===== src/ext_bus_pkg.sv =====
package ext_bus_pkg;

    // Oscillator and machine cycle framing
    localparam int          CLK_HZ          = 50_000_000;
    localparam int          OSC_PER_MCYCLE  = 12;
    localparam logic [3:0]  LAST_PHASE      = 4'(OSC_PER_MCYCLE - 1);
    localparam int          RESET_MCYCLES   = 2;
    localparam logic [4:0]  RESET_QUAL      = 5'(RESET_MCYCLES * OSC_PER_MCYCLE);

    // Strobe placement within a machine cycle, in oscillator phases
    localparam logic [3:0]  ALE_A_START     = 4'h1;
    localparam logic [3:0]  ALE_A_END       = 4'h2;
    localparam logic [3:0]  ALE_B_START     = 4'h7;
    localparam logic [3:0]  ALE_B_END       = 4'h8;
    localparam logic [3:0]  FETCH_A_START   = 4'h3;
    localparam logic [3:0]  FETCH_A_END     = 4'h5;
    localparam logic [3:0]  FETCH_B_START   = 4'h9;
    localparam logic [3:0]  FETCH_B_END     = 4'hB;
    localparam logic [3:0]  DSTB_START      = 4'h1;
    localparam logic [3:0]  DSTB_END        = 4'h9;

    // Address space and port 3 layout
    localparam logic [15:0] INTERNAL_TOP    = 16'h0FFF;
    localparam int          P3_WRITE_BIT    = 6;
    localparam int          P3_READ_BIT     = 7;
    localparam logic [7:0]  P3_RESET        = 8'hFF;

    // Data move request from the core, offered for the next machine cycle
    typedef struct packed {
        logic valid;
        logic write;
    } data_move_t;

    // Machine cycle kinds
    typedef enum logic [1:0] {
        CYC_NORMAL    = 2'b00,
        CYC_MOVE_ADDR = 2'b01,
        CYC_MOVE_DATA = 2'b10
    } cycle_kind_t;

endpackage


===== src/ext_memory_bus_strobes.sv =====
`timescale 1ns/1ns
module ext_memory_bus_strobes (
    input  wire logic                    i_ref_clk,
    input  wire logic                    i_rst_n,
    input  wire logic                    i_reset_pin,
    input  wire logic                    i_external_fetch_select,
    input  wire logic                    i_ale_inhibit,
    input  wire logic [15:0]             i_fetch_addr,
    input  wire ext_bus_pkg::data_move_t i_data_move,
    input  wire logic [7:0]              i_port3_latch,
    input  wire logic [7:0]              i_port3_pin,
    output logic                         o_core_reset,
    output logic                         o_mcycle_start,
    output logic [3:0]                   o_phase,
    output logic                         o_address_latch_strobe,
    output logic                         o_program_fetch_strobe_n,
    output logic [7:0]                   o_port3_out,
    output logic [7:0]                   o_port3_oe,
    output logic [7:0]                   o_port3_pullup,
    output logic [7:0]                   o_port3_in
);
    import ext_bus_pkg::*;

    // Returns true when phase p lies within [a, b]
    function automatic logic in_window(input logic [3:0] p,
                                       input logic [3:0] a,
                                       input logic [3:0] b);
        in_window = (p >= a) && (p <= b);
    endfunction

    // Reset pin qualifier state
    logic [4:0]  rst_count;
    logic [4:0]  next_rst_count;
    logic        core_reset;
    logic        next_core_reset;

    // Sequencer state, all but the phase count fixed at machine cycle boundaries
    logic [3:0]  phase;
    logic [3:0]  next_phase;
    cycle_kind_t kind;
    cycle_kind_t next_kind;
    logic        move_write;
    logic        next_move_write;
    logic        fetch_ext;
    logic        next_fetch_ext;
    logic        ale_hold;
    logic        next_ale_hold;

    // Strobe and port 3 state; read and write requests are decoded only
    logic        ale;
    logic        next_ale;
    logic        fetch_n;
    logic        next_fetch_n;
    logic        rd_n;
    logic        wr_n;
    logic        mstart;
    logic        next_mstart;
    logic [7:0]  p3_out;
    logic [7:0]  next_p3_out;
    logic [7:0]  p3_oe;
    logic [7:0]  next_p3_oe;
    logic [7:0]  p3_pu;
    logic [7:0]  next_p3_pu;
    logic [7:0]  p3_in;

    // Reset pin qualifier; a short glitch on the pin never resets the core
    always_comb begin
        next_rst_count  = rst_count;
        next_core_reset = core_reset;
        if (!i_reset_pin) begin
            next_rst_count  = '0;
            next_core_reset = 1'b0;
        // Count saturates one short; the next high sample sets reset
        end else if (rst_count == RESET_QUAL - 5'h01) begin
            next_core_reset = 1'b1;
        end else begin
            next_rst_count  = rst_count + 5'h01;
        end
    end

    always_ff @(posedge i_ref_clk) begin
        if (!i_rst_n) begin
            rst_count  <= 5'h00;
            core_reset <= 1'b1;
        end else begin
            rst_count  <= next_rst_count;
            core_reset <= next_core_reset;
        end
    end

    // Machine cycle sequencer; kind and fetch source fixed at each boundary
    always_comb begin
        next_phase      = phase;
        next_kind       = kind;
        next_move_write = move_write;
        next_fetch_ext  = fetch_ext;
        next_ale_hold   = ale_hold;
        next_mstart     = 1'b0;
        if (core_reset) begin
            // Park on the last phase so the first cycle opens cleanly
            next_phase     = LAST_PHASE;
            next_kind      = CYC_NORMAL;
            next_fetch_ext = 1'b0;
        end else if (phase == LAST_PHASE) begin
            next_phase  = 4'h0;
            next_mstart = 1'b1;
            // Internal code space only when select is high and at or below the top
            next_fetch_ext = !i_external_fetch_select
                             || (i_fetch_addr > INTERNAL_TOP);
            // Inhibit taken only here, so a latch pulse is never cut short
            next_ale_hold  = i_ale_inhibit;
            case (kind)
                CYC_NORMAL: begin
                    if (i_data_move.valid) begin
                        next_kind       = CYC_MOVE_ADDR;
                        next_move_write = i_data_move.write;
                    end
                end
                CYC_MOVE_ADDR: begin
                    next_kind = CYC_MOVE_DATA;
                end
                CYC_MOVE_DATA: begin
                    next_kind = CYC_NORMAL;
                end
                default: begin
                    next_kind = CYC_NORMAL;
                end
            endcase
        end else begin
            next_phase = phase + 4'h1;
        end
    end

    always_ff @(posedge i_ref_clk) begin
        if (!i_rst_n) begin
            phase      <= LAST_PHASE;
            kind       <= CYC_NORMAL;
            move_write <= 1'b0;
            fetch_ext  <= 1'b0;
            ale_hold   <= 1'b0;
            mstart     <= 1'b0;
        end else begin
            phase      <= next_phase;
            kind       <= next_kind;
            move_write <= next_move_write;
            fetch_ext  <= next_fetch_ext;
            ale_hold   <= next_ale_hold;
            mstart     <= next_mstart;
        end
    end

    // Strobe shaping, registered so every pin comes from a flip-flop
    always_comb begin
        logic ale_a;
        logic ale_b;
        logic ale_ok;
        logic fetch_win;
        logic dstb_win;
        ale_a     = in_window(phase, ALE_A_START, ALE_A_END);
        ale_b     = in_window(phase, ALE_B_START, ALE_B_END);
        fetch_win = in_window(phase, FETCH_A_START, FETCH_A_END)
                    || in_window(phase, FETCH_B_START, FETCH_B_END);
        dstb_win  = in_window(phase, DSTB_START, DSTB_END);
        // With inhibit set, latch pulses appear only inside a data move
        ale_ok    = !ale_hold || (kind != CYC_NORMAL);
        // Idle levels; all strobes rest here under core reset
        next_ale     = 1'b0;
        next_fetch_n = 1'b1;
        rd_n         = 1'b1;
        wr_n         = 1'b1;
        if (!core_reset) begin
            // Data cycle: first latch pulse and both fetch pulses give way
            if (kind == CYC_MOVE_DATA) begin
                next_ale = ale_b && ale_ok;
                rd_n     = !(dstb_win && !move_write);
                wr_n     = !(dstb_win && move_write);
            end else begin
                // Address and normal cycles keep the full pattern
                next_ale     = (ale_a || ale_b) && ale_ok;
                next_fetch_n = !(fetch_win && fetch_ext);
            end
        end
        // Strobes override the latch; a driven pin is pulled low only
        next_p3_out              = 8'h00;
        next_p3_oe               = ~i_port3_latch;
        next_p3_oe[P3_WRITE_BIT] = !i_port3_latch[P3_WRITE_BIT] || !wr_n;
        next_p3_oe[P3_READ_BIT]  = !i_port3_latch[P3_READ_BIT] || !rd_n;
        // Weak pull-up where the latch holds a one and no strobe drives
        next_p3_pu = i_port3_latch & ~next_p3_oe;
    end

    // Pins released and pulled high after reset
    always_ff @(posedge i_ref_clk) begin
        if (!i_rst_n) begin
            ale     <= 1'b0;
            fetch_n <= 1'b1;
            p3_out <= 8'h00;
            p3_oe  <= 8'h00;
            p3_pu  <= P3_RESET;
            p3_in  <= 8'hFF;
        end else begin
            ale     <= next_ale;
            fetch_n <= next_fetch_n;
            p3_out <= next_p3_out;
            p3_oe  <= next_p3_oe;
            p3_pu  <= next_p3_pu;
            p3_in  <= i_port3_pin;   // Pins double as inputs when pulled up
        end
    end

    // Outputs straight from flip-flops
    assign o_core_reset             = core_reset;
    assign o_mcycle_start           = mstart;
    assign o_phase                  = phase;
    assign o_address_latch_strobe   = ale;
    assign o_program_fetch_strobe_n = fetch_n;
    assign o_port3_out              = p3_out;
    assign o_port3_oe               = p3_oe;
    assign o_port3_pullup           = p3_pu;
    assign o_port3_in               = p3_in;

endmodule


===== config.mk =====
export PLATFORM = sky130hd
export DESIGN_NAME = ext_memory_bus_strobes
export DESIGN_NICKNAME = d
export VERILOG_FILES = /design/src/ext_bus_pkg.sv /design/src/ext_memory_bus_strobes.sv
export SDC_FILE = /design/constraint.sdc
export NUM_CORES = 1
export LEC_CHECK = 0
export BUFFER_PORTS_ARGS = -buffer_cell sky130_fd_sc_hd__clkbuf_2
export CAP_MARGIN = 20
export CORE_ASPECT_RATIO = 0.7
export CORE_MARGIN = 10
export CORE_UTILIZATION = 32
export CTS_CLUSTER_SIZE = 28
export DETAILED_ROUTE_END_ITERATION = 6
export GPL_ROUTABILITY_DRIVEN = 1
export GPL_TIMING_DRIVEN = 0
export PLACE_DENSITY_LB_ADDON = 0.3
export SETUP_SLACK_MARGIN = 0.4
export SLEW_MARGIN = 20
export SYNTH_ARGS = -nofsm -noshare
export SYNTH_HDL_FRONTEND = slang
export SYNTH_SLANG_ARGS = --single-unit

===== constraint.sdc =====
create_clock -name i_ref_clk -period 4.4 [get_ports i_ref_clk]
set_input_delay 0.66 -clock i_ref_clk [delete_from_list [all_inputs] [get_ports i_ref_clk]]
set_output_delay 0.66 -clock i_ref_clk [all_outputs]
set_load 0.02 [all_outputs]

# Word level (Yosys, flattened, before mapping)
# Index checks and enable logic that the tools add are counted.
# W data, S select, Z words.
dict set report word_totals {
  ff_bits 42
  inputBits 39
  out_inout_bits 40
  word_cells 83
}
dict set report classes {
  addsub 2
  magnitude_cmp 10
  n_eq_ne 6
  n_mux 11
  bitwise_logic 5
  n_reduce_logical 35
}
# cell count
set op_table {}
lappend op_table {{$gt A16 B12 Y1 const B} 1}
lappend op_table {{$le A4 B4 Y1 const B} 3}
lappend op_table {{$logic_and A1 B1 Y1} 10}
lappend op_table {{$logic_not A1 Y1} 10}
lappend op_table {{$and A8 B8 Y8} 1}
lappend op_table {{$mux W1} 8}
lappend op_table {{$not A8 Y8} 1}
lappend op_table {{$logic_or A1 B1 Y1} 6}
lappend op_table {{$not A6 Y6} 1}
lappend op_table {{$reduce_and A2 Y1} 3}
lappend op_table {{$reduce_or A3 Y1} 2}
lappend op_table {{$add A5 B1 Y5 const B} 1}
lappend op_table {{$eq A5 B5 Y1 const B} 1}
lappend op_table {{$add A4 B1 Y4 const B} 1}
lappend op_table {{$eq A4 B4 Y1 const B} 1}
lappend op_table {{$ge A4 B1 Y1 const B} 1}
lappend op_table {{$ge A4 B2 Y1 const B} 1}
lappend op_table {{$ge A4 B3 Y1 const B} 1}
lappend op_table {{$ge A4 B4 Y1 const B} 1}
lappend op_table {{$le A4 B2 Y1 const B} 1}
lappend op_table {{$le A4 B3 Y1 const B} 1}
lappend op_table {{$mux W4} 1}
lappend op_table {{$pmux W2 S2} 1}
lappend op_table {{$reduce_and A4 Y1} 1}
lappend op_table {{other kinds (9)} 10}

# Depth between registers and ports, before layout
# Gate-level depths: netlist (run 1).
dict set report depth {
  depth_word 10
  depth_mapped 5
  depth_no_buf 5
}

# Worst setup path after synthesis (run 1)
# Ideal clock, no wire load.
dict set report synth_timing {
  kind {reg2reg}
  from {reg phase[0], in the netlist o_phase[0]}
  to {reg p3_oe[6], in the netlist o_port3_oe[6]}
  setup_ns 0.058
  t_arrival_ns 1.556
  required_ns 4.342
  slack_ns 2.786
  path_stages_with_launch 6
  n_path_buf 0
  period_less_slack_ns 1.614
  path_cell_list {dfxtp_1 -> inv_1 -> ha_1 -> nor4b_4 -> a2111oi_4 -> a31o_2}
}
dict set report synth_via {
  elab_chain_len 8
  word_cells_on_any_way 9
  classes_between {order compare (2); mux (2); reduce/logical (5)}
}
# element line_no
set synth_lines {}
lappend synth_lines {{from (decl)} ext_memory_bus_strobes.sv:38} ;# logic [3:0] phase;
lappend synth_lines {{from (signal assigned)} ext_memory_bus_strobes.sv:143} ;# phase <= next_phase;
lappend synth_lines {{$ge A4 B1 Y1 or $le A4 B4 Y1 (tied branches)} ext_memory_bus_strobes.sv:28} ;# in_window = (p >= a) && (p <= b);
lappend synth_lines {{$logic_and A1 B1 Y1 (*)} ext_memory_bus_strobes.sv:28}
lappend synth_lines {{$logic_and A1 B1 Y1 (*)} ext_memory_bus_strobes.sv:176} ;# wr_n = !(dstb_win && move_write);
lappend synth_lines {{$logic_not A1 Y1 (*)} ext_memory_bus_strobes.sv:176}
lappend synth_lines {{$mux W1 (*)} ext_memory_bus_strobes.sv:173} ;# if (kind == CYC_MOVE_DATA) begin
lappend synth_lines {{$mux W1 (*)} ext_memory_bus_strobes.sv:171} ;# if (!core_reset) begin
lappend synth_lines {{$logic_not A1 Y1 (*)} ext_memory_bus_strobes.sv:186} ;# next_p3_oe[P3_WRITE_BIT] = !i_port3_latch[P3_WRITE_BIT] || !wr_n;
lappend synth_lines {{$logic_or A1 B1 Y1 (*)} ext_memory_bus_strobes.sv:186}
lappend synth_lines {{to (signal assigned)} ext_memory_bus_strobes.sv:205} ;# p3_oe <= next_p3_oe;
lappend synth_lines {{to (decl)} ext_memory_bus_strobes.sv:60} ;# logic [7:0] p3_oe;
# Mark *: on every way between the ends. The rest lies on a longest branch, timed or not.
# A chain may end at the register's enable or synchronous reset.

# Worst setup path after layout (run 1)
dict set report layout_timing {
  from {reg core_reset, in the netlist o_core_reset}
  to {out o_core_reset}
}
# element line_no
set layout_rtl {}
lappend layout_rtl {{from (decl)} ext_memory_bus_strobes.sv:34} ;# logic core_reset;
lappend layout_rtl {{from (signal assigned)} ext_memory_bus_strobes.sv:87} ;# core_reset <= next_core_reset;
lappend layout_rtl {{to (decl)} ext_memory_bus_strobes.sv:12} ;# output logic o_core_reset,
# No word-level cell between the ends.

==> impl_results.md, run 1 <==
* Leak at 0.00100 uW
* Maximum clock insertion buffer count at 2
* H-tree levels at 2
* Clock Latency Late Sink at 0.28 ns
* Most Crowded Layer GR: met1
* I/O Buffers at 57
* DR iter-0 viols at 39
* Hold WS at 0.426 ns
* Fillers at 484
* Post-synthesis sequential area ratio at 51.5%
* Row count at 21
* Hold crit path type: register to register
* Largest net degree at the start of global routing at 14
* Postcts setup bufs at 0
* Die H at roughly 80 um
* Post-Place Cells at between 200 and 300
* Met1 GRT Util at 11.7%
* N_diodes at 0
* Root buffer cell: clkbuf_8
* CTS hold repair buffers at 0
* Critical Setup Path Class: register to primary output
* Startpoint types: register
* TritonCTS clock tree: yes
* Antenna violations before repair at 0
* Critical Path AT at around 1.1 ns
* Syn-to-layout area delta at 31.1%
* Clock Power Share at 36.6%
* Post-synth cell types at 39
* Vias in the first global route at about 1200
* Total GRT Usage at 8.72%
* Net Sw Power at around 200 uW
* Routed WL at 3.62 mm
* Cell-internal power at 612 uW
* Netlist area before placement at about 1600 um2
* Grt met3 use at around 3.7%
* Flop2flop setup slack at 2.77 ns
* Yosys reg bits at 42
* Final critical-path share of the clock period at 38.8%
* CP Depth at 1
* Cell area power density at 380 nW/um2
* Main flop type after synthesis: dfxtp_1
* Worst setup path startpoint: o_core_reset
* Fin crit period at around 1.7 ns
* Sink Count at 42
* Asr flop ratio synth at 0%
* Die area at 8400 um2
* Largest stage delay, worst path at 0.52 ns
* Setup Skew at 0.00382 ns
* Max Fclk at 586 MHz
* FF-to-FF End: o_port3_oe[7]
* CTS buffer count at 5
* Clock slew at reported path FFs at 0.08 ns
* Logic pwr share at 13.3%
* GRT met2 Usage at 11.6%
* Worst R2R Start: o_phase[0]
* Warnings from Yosys at 0
* # DRC at 0
* Seq pwr share at between 50% and 60%
* Critical path buffers and inverters at 1
* Mean Syn Cell Area at 10.4 um2
* Vias at ~1200
* Vias/cell at a little over 4
* Share of cells above drive strength 1 at 36.7%
* RSZ-0062 raised after global routing: false
* Crit path to: o_core_reset
* Routed Antenna Nets at 0
* First-pass GRT wire length at 5.88 mm
* Worst r2r path cells at 5
* GP Congestion at roughly 0.76
* Die width at 105 um
* Max Slew Vio Count at 0
* Initial DRT Pass Iterations at 4
* Non-filler cells, final at 298
* Setup TNS at 0 ns
* Final Hold Vio Count at 0
* Max IR drop VDD at a little over 0.0001 V
* Max cap viols at 0
* Core area at 4860 um2
* Post-layout util at 44.0%
* Remaining Overflow, GRT at 0
* Switching Fraction at 24.7%
* CP endpoint kind: primary output
* # setup viols final at 0
* CP max-delay cell: dfxtp_1
* Worst Path Max Fanout at 8
* Post-synth EDFFs at 0
* Crit path cell chain: clkbuf_2
* Dpl hpwl at 2.93 mm
* Post-Synthesis Cells at 157
* Post-DR wirelength/cell at between 10 and 15 um
* Cts repair resizes at 0
* Crit-path leading delay family: flip-flops
* Status: completed
* NumNets Final at 272
* Req. time, crit path at about 3.7 ns
* Initial core utilization at 33.6%
* Power Total at 812 uW
* IO Pins at between 70 and 80
per-layer routing:
metal,wire length [um],up-vias,part of all wire (%)
met5,0,-,0
met4,59,0,1.6
met3,273,5,7.5
met2,1430,46,39
met1,1860,532,51
li1,-,653,-
how the worst min path moves through the flow:
stage	startpoint	end	slack [ns]	cells after the start
after floorplan	fetch_ext	o_program_fetch_strobe_n	0.37	1
after global placement	fetch_ext	o_program_fetch_strobe_n	0.42	1
after detailed placement	fetch_ext	o_program_fetch_strobe_n	0.41	1
after CTS	fetch_ext	o_program_fetch_strobe_n	0.43	1
after global routing	ale_hold	o_address_latch_strobe	0.47	1
final	fetch_ext	o_program_fetch_strobe_n	0.43	1
cells by family (layout without fill, tap and decap cells):
| family | count (synthesis) | after routing | share of synthesized area [%] |
|---|---|---|---|
| simple gates | 57 | 57 | 21.6 |
| compound gates | 23 | 23 | 11.3 |
| xor+xnor | 5 | 5 | 2.68 |
| fa+ha+maj | 5 | 5 | 3.83 |
| buf+inv | 23 | 88 | 8.20 |
| other cells | 1 | 8 | 0.230 |
| mux | 1 | 1 | 0.614 |
| flops | 42 | 42 | 51.5 |
cell usage after synthesis (4+ instances only):
master / n / share of area, %
buf_4: 10 / 4.6
nand2_1: 10 / 2.3
nor2b_1: 6 / 2.3
a21oi_1: 4 / 1.2
nand2b_1: 19 / 7.3
ha_1: 5 / 3.8
o21ai_0: 5 / 1.5
dfxtp_1: 42 / 52
inv_1: 9 / 2.1
nor2_1: 5 / 1.2
registers in the layout, indices dropped and copies added (netlist names):
register / cells
rst_count: 5
o_mcycle_start: 1
fetch_ext: 1
o_phase: 4
o_port3_pullup: 8
o_core_reset: 1
move_write: 1
o_program_fetch_strobe_n: 1
o_port3_in: 8
o_address_latch_strobe: 1
o_port3_oe: 8
ale_hold: 1
kind: 2
power groups by stage:
| stage | Sequential [uW] | Clock, uW | Combinational [uW] |
|---|---|---|---|
| after floorplan | 435 | 0 | 53.8 |
| after global placement | 416 | 0 | 108 |
| after detailed placement | 417 | 0 | 109 |
| after CTS | 408 | 306 | 109 |
| after global routing | 410 | 325 | 119 |
| final | 407 | 297 | 108 |
cell type report:
cell class,instances,area [um2],share of cell area (%)
clock buffer,6,72.6,3.39
multi-input combinational,99,683,31.9
buffer,14,100,4.68
timing repair buffer,57,285,13.3
sequential,42,841,39.3
inverter,9,33.8,1.58
tap,69,86.3,4.04
clock inverter,2,37.5,1.75
stage by stage:
step                cell area (um2)  setup slack, ns
finish                         2140             2.69
global placement               2030             2.64
CTS                            2140             2.67
global route                   2140             2.63
floorplan                      1660             2.79
detailed placement             2030             2.63
cell usage in the layout (no fill, tap or decap), types with 2 or more instances in the layout:
master / instances
nand3_1: 3
buf_4: 10
nor2_1: 5
xnor2_1: 3
nor2b_1: 6
conb_1: 8
inv_1: 9
nor3_1: 3
a21oi_1: 4
dfxtp_1: 42
clkbuf_1: 2
clkbuf_2: 58
nand2_1: 10
ha_1: 5
o21ai_0: 5
clkbuf_8: 5
nand3b_1: 3
nand2b_1: 19
nand4b_1: 2
a31oi_1: 3
xor2_1: 2
a31o_2: 2
No activity file was read; power rests on OpenSTA's default activity.
==> run 2: changes to the inputs <==
==> constraint.sdc (replaced) <==
create_clock -name i_ref_clk -period 1.4 [get_ports i_ref_clk]
set_input_delay 0.21 -clock i_ref_clk [delete_from_list [all_inputs] [get_ports i_ref_clk]]
set_output_delay 0.21 -clock i_ref_clk [all_outputs]
set_load 0.02 [all_outputs]
==> impl_results.md, run 2 (synthesis gave the netlist of run 1 again) <==
* Status: completed
* Hold crit path type: input port to register
* H-tree levels at 2 (unchanged)
* Die width at 105 um (unchanged)
* Leading cell type in the layout, fill and taps excluded: buf_4
* Initial DRT Pass Iterations at 4 (unchanged)
* Root buffer cell: clkbuf_8
* Die area at 8400 um2 (unchanged)
* Clock slew at reported path FFs at 0.08 ns (about the same)
* IO Pins at 79 (unchanged)
* Clock Latency Late Sink at 0.29 ns (about the same)
* Vias in the first global route at 1293 (+8.9%)
* Remaining Overflow, GRT at 0 (unchanged)
* Vias at 1301 (+5.3%)
* Max cap viols at 0 (unchanged)
* Die H at 79.7 um (unchanged)
* TritonCTS clock tree: yes
* Vias/cell at 4.24 (+2.2%)
* Setup TNS at 0 ns (unchanged)
* Area of the multi-input gates at 752 um2 (+10%)
* Final critical-path share of the clock period at 97.7%
* Leak at 0.00111 uW (+11%)
* Post-route cell area at 2500 um2 (+17%)
* Sink Count at 42 (unchanged)
* CTS buffer count at 5 (unchanged)
* CTS hold repair buffers at 0 (unchanged)
* Antenna violations before repair at 0 (unchanged)
* Placed Area at 2080 um2 (+2.6%)
* Max Slew Vio Count at 0 (unchanged)
* Final Hold Vio Count at 0 (unchanged)
* Fillers at 452 (-6.6%)
* Maximum clock insertion buffer count at 2 (unchanged)
* Pre-CTS setup slack at 0.0162 ns (-2.61 ns)
* Seq pwr share at 48.1% (-2.0 points)
* Startpoint types: register
* Most frequent cells in the layout: 30 x buf_4, 27 x clkbuf_2, 25 x dfxtp_1
* Logic pwr share at 16.2% (+2.9 points)
* RSZ-0062 raised after global routing: true
* Req. time, crit path at 1.59 ns (-2.15 ns)
* Max Fclk at 731 MHz
* Dpl hpwl at 2.97 mm (+1.1%)
* Non-filler cells, final at 307 (+3.0%)
* Share of cells above drive strength 1 at 52.1% (+15 points)
* NumNets Final at 281 (+3.3%)
* Critical Setup Path Class: register to register
* Initial core utilization at 33.6% (unchanged)
* First-pass GRT wire length at 6.27 mm (+6.7%)
* Syn-to-layout area delta at 53.4%
* Core area at 4860 um2 (unchanged)
* Cell-internal power at 2000 uW (+230%)
* DR iter-0 viols at 42 (+7.7%)
* Worst Path Max Fanout at 8 (unchanged)
* Row count at 21 (unchanged)
* I/O Buffers at 57 (unchanged)
* CP endpoint kind: register
* Cell area power density at 1070 nW/um2 (+180%)
* Total GRT Usage at 9.30% (+0.59 points)
* Final setup margin at 0.0327 ns (-2.66 ns)
* Switching Fraction at 25.3% (+0.58 points)
* Routed WL at 3.91 mm (+7.9%)
* N_diodes at 0 (unchanged)
* Post-Place Cells at 290 (unchanged)
* Max IR drop VDD at 0.000386 V (+270%)
* # setup viols final at 0 (unchanged)
* Post-DR wirelength/cell at 12.7 um (+4.7%)
* # DRC at 0 (unchanged)
* Critical Path AT at 1.56 ns (+0.51 ns)
* FF/Latch Area at 877 um2 (+4.3%)
* Post-layout util at 51.5% (+7.5 points)
* Net Sw Power at 677 uW (+240%)
* Routed Antenna Nets at 0 (unchanged)
* Setup Skew at 0.00396 ns (+0.000138 ns)
* Clock Power Share at 35.7% (-0.9 points)
* Largest net degree at the start of global routing at 15 (+1)
* GP Congestion at 0.802 (+4.8%)
* Fin crit period at 1.37 ns
[run 2: path summary, 6_finish.rpt]
kind,slack (ns),end,depth (start not counted),start
hold / removal,0.07,o_port3_oe[2],2,i_port3_latch[2]
setup reg to reg,0.03,move_write,5,o_phase[0]
hold reg to reg,0.44,o_address_latch_strobe,1,ale_hold
setup / recovery,0.03,move_write,5,o_phase[0]
[run 2: final cells by class]
type | instances | area share [%]
tap | 69 | 3.45
multi-input combinational | 99 | 30.0
clock buffer | 5 | 2.75
sequential | 42 | 35.0
inverter | 9 | 1.55
buffer | 14 | 4.20
clock inverter | 3 | 1.75
timing repair buffer | 66 | 21.2
[run 2: metal layers]
layer	vias up	part of all wire [%]	track usage, %
met5	-	0	0
met4	0	2.2	6.15
met3	8	7.5	3.55
met2	51	46	14.3
met1	575	44	10.7
li1	667	-	-
[run 2: what timing repair did]
item                                    in CTS  in global routing
pin swaps                                    3                  7
gates resized for setup                     25                 87
setup buffers                                5                  4
endpoints found under the setup margin      29                 51
[run 2: power by group through the flow]
stage,combinational [uW],clock [uW],sequential [uW]
floorplan,179,0,1370
global placement,350,0,1310
detailed placement,353,0,1310
CTS,386,981,1280
global route,469,1060,1300
finish,434,957,1290
[run 2: metrics by stage]
step                      hold slack [ns]  power, uW
final                              0.0655       2680
after global routing               0.0538       2830
after CTS                          0.0624       2650
after detailed placement            0.386       1660
after global placement              0.380       1660
after floorplan                     0.293       1550
[run 2: critical path, stage by stage, from the launching register on]
cell and delay [ns]:
dfxtp_4 0.41, ha_2 0.26, and3b_1 0.18, buf_4 0.16, nand4b_2 0.12, mux2i_1 0.13
==> run 3: changes to the inputs <==
--- a/config.mk
+++ b/config.mk
@@ -5,6 +5,7 @@
 export SDC_FILE = /design/constraint.sdc
 export NUM_CORES = 1
 export LEC_CHECK = 0
+export ABC_AREA = 1
 export BUFFER_PORTS_ARGS = -buffer_cell sky130_fd_sc_hd__clkbuf_2
 export CAP_MARGIN = 20
 export CORE_ASPECT_RATIO = 0.7
==> impl_results.md, run 3 <==
* Seq pwr share at 46.4% (-1.7 points)
* Antenna violations before repair at 0 (unchanged)
* Largest net degree at the start of global routing at 16 (+1)
* Row count at 21 (unchanged)
* Die area at 8040 um2 (-4.3%)
* Most frequent cells in the layout: 26 x buf_4, 26 x clkbuf_2, 23 x dfxtp_1
* Cell-internal power at 2040 uW (+2.1%)
* H-tree levels at 2 (unchanged)
* GP Congestion at 0.789 (-1.6%)
* Main flop type after synthesis: dfxtp_1
* Netlist area before placement at 1540 um2 (-5.5%)
* Area leader, netlist: dfxtp_1
* Hold crit path type: input port to register
* Max Fclk at 885 MHz (+21%)
* Crit path cell chain: buf_6, buf_6
* Maximum clock insertion buffer count at 2 (unchanged)
* Status: completed
* Initial DRT Pass Iterations at 4 (unchanged)
* Share of cells above drive strength 1 at 57.4% (+5.3 points)
* Most numerous cell in the Yosys netlist: dfxtp_1
* Clock Latency Late Sink at 0.30 ns (about the same)
* Max cap viols at 0 (unchanged)
* Asr flop ratio synth at 0% (unchanged)
* Vias in the first global route at 1330 (+2.9%)
* Post-synth top cells: 42 x dfxtp_1, 33 x nand2_1, 22 x nor2_1, 20 x inv_1
* Post-route cell area at 2530 um2 (+1.2%)
* Root buffer cell: clkbuf_8
* I/O Buffers at 58 (+1.8%)
* # DRC at 0 (unchanged)
* CP max-delay cell: dfxtp_4
* First-pass GRT wire length at 6.09 mm (-2.9%)
* Switching Fraction at 28.8% (+3.6 points)
* Syn-to-layout area delta at 64.2%
* Core area at 4730 um2 (-2.7%)
* Fin crit period at 1.13 ns (-0.238 ns)
* Final critical-path share of the clock period at 80.7% (-17 points)
* Net Sw Power at 828 uW (+22%)
* Max Slew Vio Count at 0 (unchanged)
* Clock Power Share at 32.0% (-3.7 points)
* RSZ-0062 raised after global routing: true
* Cell area power density at 1130 nW/um2 (+5.9%)
* Req. time, crit path at 1.19 ns (-0.40 ns)
* Leak at 0.00118 uW (+6.7%)
* Critical Path AT at 0.92 ns (-0.64 ns)
* # setup viols final at 0 (unchanged)
* Max IR drop VDD at 0.000625 V (+62%)
* Setup Skew at 0.00453 ns (+0.000577 ns)
* Post-synthesis sequential area ratio at 54.5% (+3.0 points)
* Warnings from Yosys at 0 (unchanged)
* Total GRT Usage at 9.61% (+0.31 points)
* Routed Antenna Nets at 0 (unchanged)
* Sink Count at 42 (unchanged)
* CP dominant cell by count: buf_6
* Final Hold Vio Count at 0 (unchanged)
* Vias/cell at 4.29 (+1.3%)
* DR iter-0 viols at 66 (+57%)
* Placed Area at 1980 um2 (-4.9%)
* NumNets Final at 308 (+9.6%)
* Die H at 78.1 um (-2.1%)
* CP endpoint kind: primary output
* Worst Path Max Fanout at 4 (-4)
* N_diodes at 0 (unchanged)
* Dpl hpwl at 2.88 mm (-2.8%)
* Post-Synthesis Cells at 180 (+15%)
* Mean Syn Cell Area at 8.56 um2 (-18%)
* Setup TNS at 0 ns (unchanged)
* Post-DR wirelength/cell at 12.5 um (-1.4%)
* Clock slew at reported path FFs at 0.09 ns (about the same)
* CTS buffer count at 5 (unchanged)
* Remaining Overflow, GRT at 0 (unchanged)
* Critical Setup Path Class: register to primary output
* Yosys reg bits at 42 (unchanged)
* Die width at 103 um (-2.3%)
* IO Pins at 79 (unchanged)
* Area contributors post-synth: dfxtp_1 55%, nand2_1 8.0%, nor2_1 5.4%
* Vias at 1382 (+6.2%)
* Startpoint types: register
* TritonCTS clock tree: yes
* Largest stage delay, worst path at 0.38 ns (-0.03 ns)
* CTS hold repair buffers at 0 (unchanged)
* Post-synth cell types at 23 (-41%)
* Initial core utilization at 32.6% (-0.97 points)
* Synth top area share at 54.5% (+3.0 points)
* Post-synth EDFFs at 0 (unchanged)
* Logic pwr share at 21.6% (+5.4 points)
* Routed WL at 4.04 mm (+3.4%)
## run 3: cell count changes after synthesis, moves of 6 or more
cell	change
inv_1	+11
nand2_1	+23
nand2b_1	-19
nor2_1	+17
nor2b_1	-6
or2_2	+8
## run 3: cell type report
class	count	area, um2
inverters	23	98.8
fillers	431	2200
plain buffers	9	65.1
repair buffers	70	591
clock buffers	6	93.8
clock inverters	2	18.8
flip-flops and latches	42	882
well taps	57	71.3
multi-input cells	113	711
## run 3: cells by family (layout without fill, tap and decap cells)
family / after synthesis / after routing / share of synthesized area [%]
simple gates: 80 / 80 / 23.8
flops: 42 / 42 / 54.5
buf+inv: 32 / 110 / 9.82
compound gates: 17 / 17 / 5.84
fa+ha+maj: 5 / 5 / 4.06
xor+xnor: 3 / 3 / 1.70
other cells: 1 / 8 / 0.243
## run 3: layer usage
metal | share of wire (%) | track usage [%] | wire length (um)
met5 | 0 | 0 | 0
met4 | 0.77 | 2.91 | 31
met3 | 9.2 | 4.81 | 372
met2 | 46 | 15.1 | 1850
met1 | 44 | 11.2 | 1790
## run 3: worst max-delay path: cells and delay by family, from the launching register on
kind     cells  cell delay (ns)
buf+inv      2             0.24
flops        1             0.38
## run 3: path summary, 6_finish.rpt
check | startpoint | cells past startpoint | end | slack [ns]
worst min register to register | move_write | 2 | move_write | 0.49
worst max register to register | o_phase[0] | 8 | o_port3_pullup[6] | 0.30
worst max-delay path | o_phase[1] | 2 | o_phase[1] | 0.27
worst min-delay path | i_port3_latch[0] | 2 | o_port3_oe[0] | 0.06
## run 3: what timing repair did
item,in CTS,in global routing
pin swaps,14,12
setup endpoints to repair,39,50
gates resized for setup,50,88
endpoints found under the hold margin,0,0
buffers inserted,8,4
## run 3: metrics by stage
stage	instances	worst slack [ns]	power, uW	util [%]	hold slack, ns
2_1_floorplan	187	0.340	1640	-	0.279
3_3_place_gp	302	0.257	1780	41.9	0.380
3_5_place_dp	302	0.240	1790	41.9	0.383
4_1_cts	318	0.250	2810	49.3	0.0528
5_1_grt	322	0.202	3040	53.5	0.0468
6_report	322	0.270	2870	53.5	0.0588
## run 3: power groups by stage
stage | clock network [uW] | logic, uW | registers (uW)
after floorplan | 0 | 223 | 1420
after global placement | 0 | 434 | 1350
after global routing | 1020 | 679 | 1340
after detailed placement | 0 | 438 | 1350
after CTS | 947 | 542 | 1320
final | 918 | 622 | 1330
